## config.mk

```make
export PLATFORM = sky130hd
export DESIGN_NAME = mmwp_top
export DESIGN_NICKNAME = d
export VERILOG_FILES = /design/src/logic/mmwp_pkg.sv /design/src/logic/mmwp_top.sv
export SDC_FILE = /design/constraint.sdc
export NUM_CORES = 1
export LEC_CHECK = 0
export BUFFER_PORTS_ARGS = -buffer_cell sky130_fd_sc_hd__buf_2
export CAP_MARGIN = 20
export CORE_ASPECT_RATIO = 0.5
export CORE_MARGIN = 10
export CORE_UTILIZATION = 55
export CTS_CLUSTER_SIZE = 8
export DETAILED_ROUTE_END_ITERATION = 10
export PLACE_DENSITY = 0.79
export SYNTH_ARGS = -nofsm -noshare
export SYNTH_HDL_FRONTEND = slang
export SYNTH_SLANG_ARGS = --single-unit
export TNS_END_PERCENT = 30
```

## constraint.sdc

```tcl
create_clock -name clk_sys -period 8.5 [get_ports clk_sys]
set_clock_uncertainty 0.1 [all_clocks]
set_input_delay 1.7 -clock clk_sys [delete_from_list [all_inputs] [get_ports clk_sys]]
set_output_delay 1.7 -clock clk_sys [all_outputs]
set_load 0.01 [all_outputs]
```

## src/logic/mmwp_pkg.sv

```systemverilog
// Address map, register layout and carrier types of the memory map and write-protect block
package mmwp_pkg;

    // Data side: 15-bit byte offset, bit 15 flags a byte access
    localparam int unsigned DADDR_W = 16;
    localparam int unsigned DBYTE_BIT = 15;
    localparam logic [14:0] D_FLASH_HI = 15'h3FFF;
    localparam logic [14:0] D_REG_LO = 15'h4000;
    localparam logic [14:0] D_REG_HI = 15'h4FFF;
    localparam logic [14:0] D_SYSREG_LO = 15'h4C00;
    localparam logic [14:0] D_INFO_LO = 15'h5000;
    localparam logic [14:0] D_INFO_HI = 15'h53FF;
    localparam logic [14:0] D_SRAM_LO = 15'h6C00;

    // Program side: 16-bit word addresses
    localparam logic [15:0] P_FLASH_HI = 16'hDFFF;
    localparam logic [15:0] P_SRAM_LO = 16'hF600;

    // Flash and SRAM organisation
    localparam int unsigned SECT_W = 3;
    localparam int unsigned SECT_OFF_W = 14;
    localparam int unsigned PAGE_W = 7;
    localparam int unsigned SEG_LSB = 5;
    localparam int unsigned SRAM_SEGS = 160;
    localparam int unsigned PROT_WORDS = 5;

    // Register bus byte offsets
    localparam int unsigned AXI_AW = 8;
    localparam logic [7:0] A_CTRL = 8'h00;
    localparam logic [7:0] A_STATUS = 8'h04;
    localparam logic [7:0] A_VIOL = 8'h08;
    localparam logic [7:0] A_CMD = 8'h0C;
    localparam logic [7:0] A_PROT0 = 8'h10;

    // Register identifiers
    localparam logic [3:0] ID_CTRL = 4'h0;
    localparam logic [3:0] ID_STATUS = 4'h1;
    localparam logic [3:0] ID_VIOL = 4'h2;
    localparam logic [3:0] ID_CMD = 4'h3;
    localparam logic [3:0] ID_PROT0 = 4'h4;
    localparam logic [3:0] ID_NONE = 4'hF;

    // Field positions and reset values
    localparam int unsigned ST_VIOL = 0;
    localparam int unsigned ST_DBG = 1;
    localparam int unsigned CMD_INFO = 8;
    localparam int unsigned CMD_GO = 31;
    localparam logic [2:0] SECT_RST = 3'h0;
    localparam logic [159:0] PROT_RST = {160{1'b1}};
    localparam logic [1:0] RESP_OKAY = 2'h0;
    localparam logic [1:0] RESP_SLVERR = 2'h2;
    localparam logic [1:0] RESP_DECERR = 2'h3;

    typedef struct packed {
        logic req;
        logic we;
        logic priv;
        logic [15:0] addr;
        logic [15:0] wdata;
    } mmwp_dreq_t;

    typedef struct packed {
        logic flash;
        logic regs;
        logic info;
        logic sram;
        logic err;
        logic we;
        logic [1:0] be;
        logic [16:0] addr;
        logic [15:0] wdata;
    } mmwp_dsel_t;

    typedef struct packed {
        logic req;
        logic [15:0] addr;
    } mmwp_preq_t;

    typedef struct packed {
        logic flash;
        logic sram;
        logic err;
        logic [15:0] addr;
    } mmwp_psel_t;

endpackage : mmwp_pkg

```

## src/logic/mmwp_top.sv

```systemverilog
// Memory map decoder and write protection for the program and data sides
//
// Behaviour
// Data side uses byte addresses with byte or word access; program side words only.
// Data space 32KB on 15 bits; program space 64k words on 16 bits.
// Address bit 15 on the data side marks a byte access.
// Privileged level unrestricted; application writes to protected areas are blocked.
// A blocked application write is captured for reporting.
// Program words 0 to 56k-1 map onto the lowest 112KB of flash.
// Data side sees flash as eight 16KB sections, any one selectable.
// Data offsets 0 to 16KB-1 show the selected flash section.
// Data-side flash reads any width; writes only whole single words.
// Flash erase works on 1024-byte pages.
// Top 16KB of flash only reachable through the data-side window.
// Factory info page of 1024 bytes sits at data byte address 0x5000.
// Info page allows byte reads, word writes, whole-page erase only.
// Info page programming enabled only from the serial debug port.
// SRAM appears in the top 2.5k program words.
// SRAM occupies the highest 5KB of the data space.
// Each 32-byte SRAM segment has its own application write-allow bit.
// SRAM reads always allowed; privileged writes ignore segment bits.
// Peripheral registers start at data byte address 0x4000.
// Processor uses word accesses only for registers.
// System-only registers ignore application writes.
// 3-bit section selector, privileged writes only, picks the window section.
// Blocked write latches address and sets sticky flag, raising event until cleared.
//
// The address map and the AXI4-Lite register port were decided locally.
`timescale 1ns/10ps

module mmwp_top (
    input wire logic clk_sys,
    input wire logic rst_n,
    input mmwp_pkg::mmwp_dreq_t dreq,
    output mmwp_pkg::mmwp_dsel_t dsel,
    input mmwp_pkg::mmwp_preq_t preq,
    output mmwp_pkg::mmwp_psel_t psel,
    input wire logic serial_debug_port_prog_en,
    output logic erase_strobe,
    output logic erase_info,
    output logic [mmwp_pkg::PAGE_W-1:0] erase_page,
    output logic viol_event,
    input wire logic [mmwp_pkg::AXI_AW-1:0] s_axi_awaddr,
    input wire logic [2:0] s_axi_awprot,
    input wire logic s_axi_awvalid,
    output logic s_axi_awready,
    input wire logic [31:0] s_axi_wdata,
    input wire logic [3:0] s_axi_wstrb,
    input wire logic s_axi_wvalid,
    output logic s_axi_wready,
    output logic [1:0] s_axi_bresp,
    output logic s_axi_bvalid,
    input wire logic s_axi_bready,
    input wire logic [mmwp_pkg::AXI_AW-1:0] s_axi_araddr,
    input wire logic [2:0] s_axi_arprot,
    input wire logic s_axi_arvalid,
    output logic s_axi_arready,
    output logic [31:0] s_axi_rdata,
    output logic [1:0] s_axi_rresp,
    output logic s_axi_rvalid,
    input wire logic s_axi_rready
);
    import mmwp_pkg::*;

    ////////////////////////////////////////////////////////////////////////////////
    // State

    logic [SECT_W-1:0] sect_reg;
    logic [SRAM_SEGS-1:0] allow_reg;
    logic viol_flag_reg;
    logic [31:0] viol_info_reg;
    mmwp_dsel_t dsel_reg;
    mmwp_psel_t psel_reg;
    logic erase_strobe_reg;
    logic erase_info_reg;
    logic [PAGE_W-1:0] erase_page_reg;
    logic aw_hold_reg;
    logic [AXI_AW-1:0] awaddr_reg;
    logic awpriv_reg;
    logic w_hold_reg;
    logic [31:0] wdata_reg;
    logic [3:0] wstrb_reg;
    logic bvalid_reg;
    logic [1:0] bresp_reg;
    logic rvalid_reg;
    logic [31:0] rdata_reg;
    logic [1:0] rresp_reg;

    function automatic logic [3:0] reg_id(input logic [AXI_AW-1:0] a);
        logic [3:0] id;
        id = ID_NONE;
        if (a == A_CTRL) id = ID_CTRL;
        else if (a == A_STATUS) id = ID_STATUS;
        else if (a == A_VIOL) id = ID_VIOL;
        else if (a == A_CMD) id = ID_CMD;
        else if (a >= A_PROT0 && a < A_PROT0 + 8'(4 * PROT_WORDS) && a[1:0] == 2'b00)
            id = ID_PROT0 + 4'((a - A_PROT0) >> 2);
        return id;
    endfunction : reg_id

    function automatic logic [31:0] merge(input logic [31:0] old, input logic [31:0] nw,
                                          input logic [3:0] strb);
        logic [31:0] r;
        r = old;
        for (int i = 0; i < 4; i++) begin
            if (strb[i]) r[8*i +: 8] = nw[8*i +: 8];
        end
        return r;
    endfunction : merge

    ////////////////////////////////////////////////////////////////////////////////
    // Data-side decode

    wire [14:0] d_off = dreq.addr[14:0];
    wire d_byte = dreq.addr[DBYTE_BIT];
    wire [14:0] d_aln = d_byte ? d_off : {d_off[14:1], 1'b0};
    wire in_flash = d_off <= D_FLASH_HI;
    wire in_reg = d_off >= D_REG_LO && d_off <= D_REG_HI;
    wire in_sysreg = in_reg && d_off >= D_SYSREG_LO;
    wire in_info = d_off >= D_INFO_LO && d_off <= D_INFO_HI;
    wire in_sram = d_off >= D_SRAM_LO;
    wire in_none = !(in_flash || in_reg || in_info || in_sram);
    wire [12:0] sram_off = 13'(d_aln - D_SRAM_LO);
    wire [7:0] seg_idx = 8'(sram_off[12:SEG_LSB]);
    wire seg_allow = allow_reg[seg_idx];
    wire app_wr = dreq.req && dreq.we && !dreq.priv;
    // Flash-window writes belong to system flash routines, so the app level is stopped too
    wire blocked = app_wr && ((in_sram && !seg_allow) || in_sysreg || in_flash);
    // Flash cells take whole words only; byte writes are dropped, flagged only when an app write hits the flash window
    wire fmt_drop = (in_flash || in_info) && d_byte;
    wire info_lock = in_info && !serial_debug_port_prog_en;
    wire wr_ok = dreq.we && !blocked && !fmt_drop && !info_lock && !in_none;
    wire d_go = dreq.req && (!dreq.we || wr_ok);
    wire [1:0] d_be = d_byte ? (d_off[0] ? 2'b10 : 2'b01) : 2'b11;
    wire [16:0] d_flash_addr = {sect_reg, d_aln[SECT_OFF_W-1:0]};

    mmwp_dsel_t dsel_next;
    always_comb begin
        dsel_next = '0;
        dsel_next.flash = d_go && in_flash;
        dsel_next.regs = d_go && in_reg;
        dsel_next.info = d_go && in_info;
        dsel_next.sram = d_go && in_sram;
        dsel_next.err = dreq.req && in_none;
        dsel_next.we = dreq.req && wr_ok;
        dsel_next.be = d_be;
        dsel_next.wdata = dreq.wdata;
        if (in_flash) dsel_next.addr = d_flash_addr;
        else if (in_info) dsel_next.addr = 17'(d_aln - D_INFO_LO);
        else if (in_reg) dsel_next.addr = 17'(d_aln - D_REG_LO);
        else dsel_next.addr = 17'(sram_off);
    end

    ////////////////////////////////////////////////////////////////////////////////
    // Program-side decode

    wire p_in_flash = preq.addr <= P_FLASH_HI;
    wire p_in_sram = preq.addr >= P_SRAM_LO;
    mmwp_psel_t psel_next;
    assign psel_next.flash = preq.req && p_in_flash;
    assign psel_next.sram = preq.req && p_in_sram;
    // The gap between flash and SRAM hides the top 16KB of flash from fetches
    assign psel_next.err = preq.req && !p_in_flash && !p_in_sram;
    assign psel_next.addr = p_in_sram ? 16'(preq.addr - P_SRAM_LO) : preq.addr;

    ////////////////////////////////////////////////////////////////////////////////
    // Register bus write path

    assign s_axi_awready = !aw_hold_reg && !bvalid_reg;
    assign s_axi_wready = !w_hold_reg && !bvalid_reg;
    wire aw_take = s_axi_awvalid && s_axi_awready;
    wire w_take = s_axi_wvalid && s_axi_wready;
    wire aw_have = aw_hold_reg || aw_take;
    wire w_have = w_hold_reg || w_take;
    wire do_wr = aw_have && w_have && !bvalid_reg;
    wire [AXI_AW-1:0] wr_addr = aw_hold_reg ? awaddr_reg : s_axi_awaddr;
    wire wr_priv = aw_hold_reg ? awpriv_reg : s_axi_awprot[0];
    wire [31:0] wr_data = w_hold_reg ? wdata_reg : s_axi_wdata;
    wire [3:0] wr_strb = w_hold_reg ? wstrb_reg : s_axi_wstrb;
    wire [3:0] wr_id = reg_id(wr_addr);
    wire wr_known = wr_id != ID_NONE;
    // Status clear and read-only words accept any level; the rest need privilege
    wire wr_open = wr_id == ID_STATUS || wr_id == ID_VIOL;
    wire wr_en = do_wr && wr_known && (wr_priv || wr_open);
    wire [1:0] wr_resp = !wr_known ? RESP_DECERR : ((wr_priv || wr_open) ? RESP_OKAY : RESP_SLVERR);

    wire [31:0] ctrl_new = merge({29'h0, sect_reg}, wr_data, wr_strb);
    wire [31:0] cmd_new = merge(32'h0, wr_data, wr_strb);
    wire cmd_go = wr_en && wr_id == ID_CMD && cmd_new[CMD_GO];
    wire viol_clr = wr_en && wr_id == ID_STATUS && wr_strb[0] && wr_data[ST_VIOL];
    wire viol_flag_next = blocked || (viol_flag_reg && !viol_clr);

    always_ff @(posedge clk_sys) begin
        if (!rst_n) begin
            aw_hold_reg <= 1'b0;
            w_hold_reg <= 1'b0;
            bvalid_reg <= 1'b0;
            bresp_reg <= RESP_OKAY;
            awaddr_reg <= '0;
            awpriv_reg <= 1'b0;
            wdata_reg <= 32'h0;
            wstrb_reg <= 4'h0;
        end else begin
            aw_hold_reg <= !do_wr && aw_have;
            w_hold_reg <= !do_wr && w_have;
            if (aw_take) awaddr_reg <= s_axi_awaddr;
            if (aw_take) awpriv_reg <= s_axi_awprot[0];
            if (w_take) wdata_reg <= s_axi_wdata;
            if (w_take) wstrb_reg <= s_axi_wstrb;
            if (do_wr) bresp_reg <= wr_resp;
            bvalid_reg <= do_wr || (bvalid_reg && !s_axi_bready);
        end
    end
    assign s_axi_bvalid = bvalid_reg;
    assign s_axi_bresp = bresp_reg;

    ////////////////////////////////////////////////////////////////////////////////
    // Configuration and violation capture

    always_ff @(posedge clk_sys) begin
        if (!rst_n) begin
            sect_reg <= SECT_RST;
            viol_flag_reg <= 1'b0;
            viol_info_reg <= 32'h0;
            erase_strobe_reg <= 1'b0;
            erase_info_reg <= 1'b0;
            erase_page_reg <= '0;
        end else begin
            if (wr_en && wr_id == ID_CTRL) sect_reg <= ctrl_new[SECT_W-1:0];
            viol_flag_reg <= viol_flag_next;
            if (blocked) viol_info_reg <= {dreq.wdata, dreq.addr};
            // Info erase always clears the whole page, and only while debug enables it
            erase_strobe_reg <= cmd_go && (!cmd_new[CMD_INFO] || serial_debug_port_prog_en);
            erase_info_reg <= cmd_go && cmd_new[CMD_INFO];
            if (cmd_go) erase_page_reg <= cmd_new[PAGE_W-1:0];
        end
    end

    genvar g;
    generate
        for (g = 0; g < PROT_WORDS; g++) begin : g_prot
            always_ff @(posedge clk_sys) begin
                if (!rst_n) begin
                    allow_reg[32*g +: 32] <= PROT_RST[32*g +: 32];
                end else if (wr_en && wr_id == ID_PROT0 + 4'(g)) begin
                    allow_reg[32*g +: 32] <= merge(allow_reg[32*g +: 32], wr_data, wr_strb);
                end
            end
        end
    endgenerate

    ////////////////////////////////////////////////////////////////////////////////
    // Register bus read path

    wire [3:0] rd_id = reg_id(s_axi_araddr);
    wire [2:0] rd_widx = 3'(rd_id - ID_PROT0);
    wire rd_prot = rd_id >= ID_PROT0 && rd_id != ID_NONE;
    wire [31:0] rd_word =
        rd_id == ID_CTRL ? {29'h0, sect_reg} :
        rd_id == ID_STATUS ? {30'h0, serial_debug_port_prog_en, viol_flag_reg} :
        rd_id == ID_VIOL ? viol_info_reg :
        rd_prot ? allow_reg[32*rd_widx +: 32] : 32'h0;
    assign s_axi_arready = !rvalid_reg;
    wire ar_take = s_axi_arvalid && s_axi_arready;

    always_ff @(posedge clk_sys) begin
        if (!rst_n) begin
            rvalid_reg <= 1'b0;
            rdata_reg <= 32'h0;
            rresp_reg <= RESP_OKAY;
        end else begin
            if (ar_take) rdata_reg <= rd_word;
            if (ar_take) rresp_reg <= rd_id == ID_NONE ? RESP_DECERR : RESP_OKAY;
            rvalid_reg <= ar_take || (rvalid_reg && !s_axi_rready);
        end
    end
    assign s_axi_rvalid = rvalid_reg;
    assign s_axi_rdata = rdata_reg;
    assign s_axi_rresp = rresp_reg;

    ////////////////////////////////////////////////////////////////////////////////
    // Registered decode outputs

    always_ff @(posedge clk_sys) begin
        if (!rst_n) begin
            dsel_reg <= '0;
            psel_reg <= '0;
        end else begin
            dsel_reg <= dsel_next;
            psel_reg <= psel_next;
        end
    end
    assign dsel = dsel_reg;
    assign psel = psel_reg;
    assign erase_strobe = erase_strobe_reg;
    assign erase_info = erase_info_reg;
    assign erase_page = erase_page_reg;
    assign viol_event = viol_flag_reg;
endmodule : mmwp_top

```

Yosys cells after proc, flatten, opt, wreduce, memory -nomap -nowiden --
Index checks and enable logic that the tools add are counted.
Cells by class: add/sub/neg operators 9, $lt $le $gt $ge 15, eq/ne operators 19, shift-type cells 1, multiplexer cells 33, reductions and logical operators 117
Operators by type and width (number):
- $mux 32 | 5
- $shiftx 160x9->32 | 1
- $ge 15x15->1 const B | 4
- $logic_and 1x1->1 | 56
- $mux 17 | 3
- $mux 4 | 11
- $reduce_and 2->1 | 21
- $eq 8x4->1 const B | 4
- $sub 15x15->16 const B | 2
- $le 15x15->1 const B | 2
- $logic_not 1->1 | 19
- $eq 4x3->1 const B | 4
- $eq 8x3->1 const B | 2
- $ge 16x16->1 const B | 1
- $ge 8x5->1 const B | 2
- $le 16x16->1 const B | 1
- $logic_not 8->1 | 2
- $lt 8x6->1 const B | 2
- $mux 16 | 1
- $mux 8 | 2
- $sub 16x16->16 const B | 1
- $le 15x14->1 const B | 1
- $logic_or 1x1->1 | 15
- $sub 13x12->13 const B | 1
- 15 further kinds | 31
Word-level totals: flip-flop bits (word level) 350, input port bits 118, output and inout bits 111, word-level logic and storage cells 244

Logic depth before layout (Yosys ltp) --
depth after elaboration 19, gate-level depth with buffers 12, mapped depth without buffers 10

Least setup slack after synthesis --
OpenSTA, ideal clock, no wires.
path kind input to register, start point input dreq[26] (netlist bit), end point register viol_info_reg[29], setup time 0.115 ns, arrival time 3.922 ns, data required time 8.285 ns, setup slack 4.362 ns, cell stages on the path 12, path buffers 2, cell sequence clkbuf_1 inv_1 ha_1 inv_1 nand2_1 a2111oi_0 nand3_1 and3_1 a31oi_4 nor2_4 buf_6 a31o_1
Between the ends: longest elaborated chain between the ends 8, elaborated cells between the ends (all ways) 15, those cells by class add/sub: 1; order compare: 5; mux: 2; reduce/logical: 7
Ends and longest elaborated chain:
- from (decl) | RTL line mmwp_top.sv:34 | input mmwp_pkg::mmwp_dreq_t dreq,
- $sub 13x12->13 | RTL line mmwp_top.sv:123 | wire [12:0] sram_off = 13'(d_aln - D_SRAM_LO);
- $bmux 1 s8 | RTL line mmwp_top.sv:125 | wire seg_allow = allow_reg[seg_idx];
- $mux 1 (not written as such) | RTL line mmwp_top.sv:125
- $logic_not 1->1 | RTL line mmwp_top.sv:128 | wire blocked = app_wr && ((in_sram && !seg_allow) || in_sysreg || in_flash);
- $logic_and 1x1->1 | RTL line mmwp_top.sv:128
- $logic_or 1x1->1 | RTL line mmwp_top.sv:128
- $logic_or 1x1->1 * | RTL line mmwp_top.sv:128
- $logic_and 1x1->1 * | RTL line mmwp_top.sv:128
- to (signal assigned) | RTL line mmwp_top.sv:231 | if (blocked) viol_info_reg <= {dreq.wdata, dreq.addr};
- to (decl) | RTL line mmwp_top.sv:71 | logic [31:0] viol_info_reg;
Every way passes the cells marked *; elsewhere a longest branch is shown, timed or not. The select of a mux whose other input is x is not followed. A chain may end at the register's enable or synchronous reset.

Worst setup path after layout --
start point input dreq[22] (netlist bit), end point register viol_info_reg[3]
Same word-level chain as after synthesis.

==> metrics.md <==
| Metric | Value |
|---|---|
| Status | `completed` |
| Register area share after synthesis | `43.2%` |
| ANT nets after route | `0` |
| Syn Area/Cell | `8.92 um^2` |
| Combinational Power Share | `10.3%` |
| Gpl congestion | `0.941` |
| Power Dens Cells | `205 nW/um^2` |
| Largest family of logic cells by synthesized area | `compound AO/OA/AOI/OAI gates` |
| Clock network fraction of total power | `44.7%` |
| Die extent in y | `141 um` |
| Slowest CP cell | `a31oi_4` |
| Hold Buf Count CTS | `0` |
| Final period utilization | `63.0%` |
| I/O pins | `229` |
| First drt pass iteration count | `6` |
| CTS clk-pin slew, worst paths | `50 ps` |
| Clock Root Buffer | `clkbuf_16` |
| Wire length per cell | `21.5 um` |
| Crit end category | `flop` |
| Int Pwr | `2.87 mW` |
| Share of cells above drive strength 1 | `21.0%` |
| Compound-Gate Fraction of Synth Area | `20.4%` |
| Multiplexer share of the synthesized area | `12.5%` |
| Setup TNS | `0 ps` |
| Startpoint Class | `input pin` |
| DR vias/cell | `6.15` |
| Synth async-reset ratio | `0%` |
| Setup-failing EPs final | `0` |
| Maximum capacitance violations | `0` |
| Synth top cells by count | `349 x dfxtp_1, 238 x nand2_1, 133 x nor2_1` |
| Ys flop type | `dfxtp_1` |
| Synth top area cells | `dfxtp_1 43%, nand2_1 5.5%, mux2i_1 4.4%` |
| Crit path buffers/inverters | `2` |
| Largest register FFs | `160` |
| Maximum number of pins on one net before global-route repair | `264` |
| Maximum buffer depth of the clock tree | `3` |
| Reg power frac | `45.0%` |
| Yosys Warn Count | `0` |
| Tot GR Track Use | `26.0%` |
| Synth cell types | `72` |
| #FFs+latches synth | `349` |
| Relative slew slack | `20.1%` |
| Die Area | `37100 um^2` |
| Endpoints failing hold | `0` |
| Crit-path cells | `buf_2, buf_4, mux4_1, mux2_2, nand2_1, o21ai_0, a221o_1, a31oi_4, nor2_4, a31o_1` |
| Switch share | `25.1%` |
| Clock latency on the worst-skew pair | `560 ps` |
| Pre-CTS setup slack | `2730 ps` |
| Syn-to-layout area delta | `15.8%` |
| Delay-heaviest family, CP | `compound AO/OA/AOI/OAI gates` |
| Unrepaired setup endpoints after global routing | `no` |
| Grt ovf | `0` |
| Post-route setup slack | `3140 ps` |
| Max Slew Vio Count | `0` |
| Initial Utilization | `55.8%` |
| DRT iter0 DRCs | `1709` |
| Final WL | `50800 um` |
| Post-synth top area cell | `dfxtp_1` |
| Crit path time final | `5360 ps` |
| Critical path class | `in -> reg` |
| H-tree Lvls | `2` |
| Yosys top cell area share | `43.2%` |
| Num rows | `44` |
| Clk sinks | `349` |
| Critical Path AT | `5690 ps` |
| Syn Nets | `1944` |
| Post-synthesis cell count | `1813` |
| Largest stage delay, worst path | `790 ps` |
| Fmax | `187 MHz` |
| Worst-Margin Slew | `1200 ps` |
| Synthesized cell area | `16200 um^2` |
| Crit path max fanout | `33` |
| Post-CTS Setup Inserts | `0` |
| Synth Area in XOR/XNOR | `0.271%` |
| Post-Synth Adder-Cell Area | `1.01%` |
| Nets@finish | `2098` |
| Die X | `263 um` |
| First-pass GRT wire length | `78100 um` |
| Tot Pwr | `3.84 mW` |
| Placeable Area | `29000 um^2` |
| Switch Pwr | `0.964 mW` |
| DR vias | `14600` |
| Critical path data required time | `8830 ps` |
| Hold Crit Class | `reg -> reg` |
| Post-detail-place hpwl | `36000 um` |
| Simple-gate share of the synthesized area | `18.1%` |
| Post-synth EDFFs | `0` |
| # port buffers | `223` |
| Initial antenna violation count | `11` |
| Worst VDD drop | `0.145 mV` |
| Leak | `7.36 nW` |
| Most frequent cell after synthesis | `dfxtp_1` |
| Resized Gates After CTS | `0` |
| Vias in the first global route | `13600` |
| Drt drc | `0` |
| CTS tree | `yes` |
| CTS Buf Count | `49` |
==> path summary, 6_finish.rpt <==
path / slack (ps) / from / cells after the start / endpoint
hold reg to reg: 360 / wdata_reg[6] / 2 / wdata_reg[6]
hold / removal: 360 / wdata_reg[6] / 2 / wdata_reg[6]
setup reg to reg: 3940 / w_hold_reg / 7 / allow_reg[3]
setup / recovery: 3140 / dreq[22] / 10 / viol_info_reg[3]
==> layout make-up <==
type	count	area [um^2]
antenna	8	20.0
clock buffer	51	1280
clock inverter	2	13.8
fill	2365	10200
inverter	34	128
multi-input combinational	1288	8480
sequential	349	6990
tap	391	489
timing repair buffer	245	1330
==> routing by layer <==
layer	share of wire [%]	up-vias	GRT usage, %
met4	3.1	8	9.92
met5	0.079	-	0
li1	-	6821	-
met1	42	6892	35.2
met3	13	106	9.15
met2	42	739	37.4
==> layout by cell type (no fill, tap or decap), types with 13 or more instances in the layout <==
cell	count
a21oi_1	24
o21a_1	29
ha_1	13
nand2b_1	13
clkbuf_16	52
nor2b_1	34
a22oi_1	32
mux2i_1	69
mux2_2	60
buf_2	222
inv_1	34
o221ai_1	51
o21ai_1	57
a21boi_0	38
nand3_1	92
a31oi_1	39
o22a_1	27
dfxtp_1	348
o21ai_0	105
buf_4	19
nand2_1	238
mux4_2	27
nor2_1	133
a31o_1	25
and2_1	44
==> logic make-up after synthesis <==
kind of cell               Yosys count
buffers and inverters              176
adders and majority gates           13
AOI/OAI and AO/OA                  485
muxes                              159
xor gates and xnor gates             5
DFF                                349
and+or+nand+nor                    626
==> worst reg2reg max path: cells and delay by family, from the launching register on <==
kind / cells / cell delay [ps]
AND/OR/NAND/NOR: 5 / 2570
flip-flops: 1 / 960
AO/OA/AOI/OAI: 2 / 740
==> power by group through the flow <==
stage	logic (mW)	clock network (mW)	registers (mW)
after floorplan	0.232	0	1.75
after global placement	0.378	0	1.76
after global routing	0.425	1.80	1.73
after CTS	0.385	1.73	1.73
final	0.396	1.71	1.73
after detailed placement	0.383	0	1.76
==> through the flow <==
stage	std cells	hold WS [ps]	area [um^2]	util, %
4_1_cts	2358	365	18700	64.5
3_3_place_gp	2305	349	17400	60.0
2_1_floorplan	1813	338	16200	-
6_report	2368	363	18700	64.7
3_5_place_dp	2305	359	17400	60.0
5_1_grt	2364	385	18700	64.7
(Power assumes the default switching activity.)
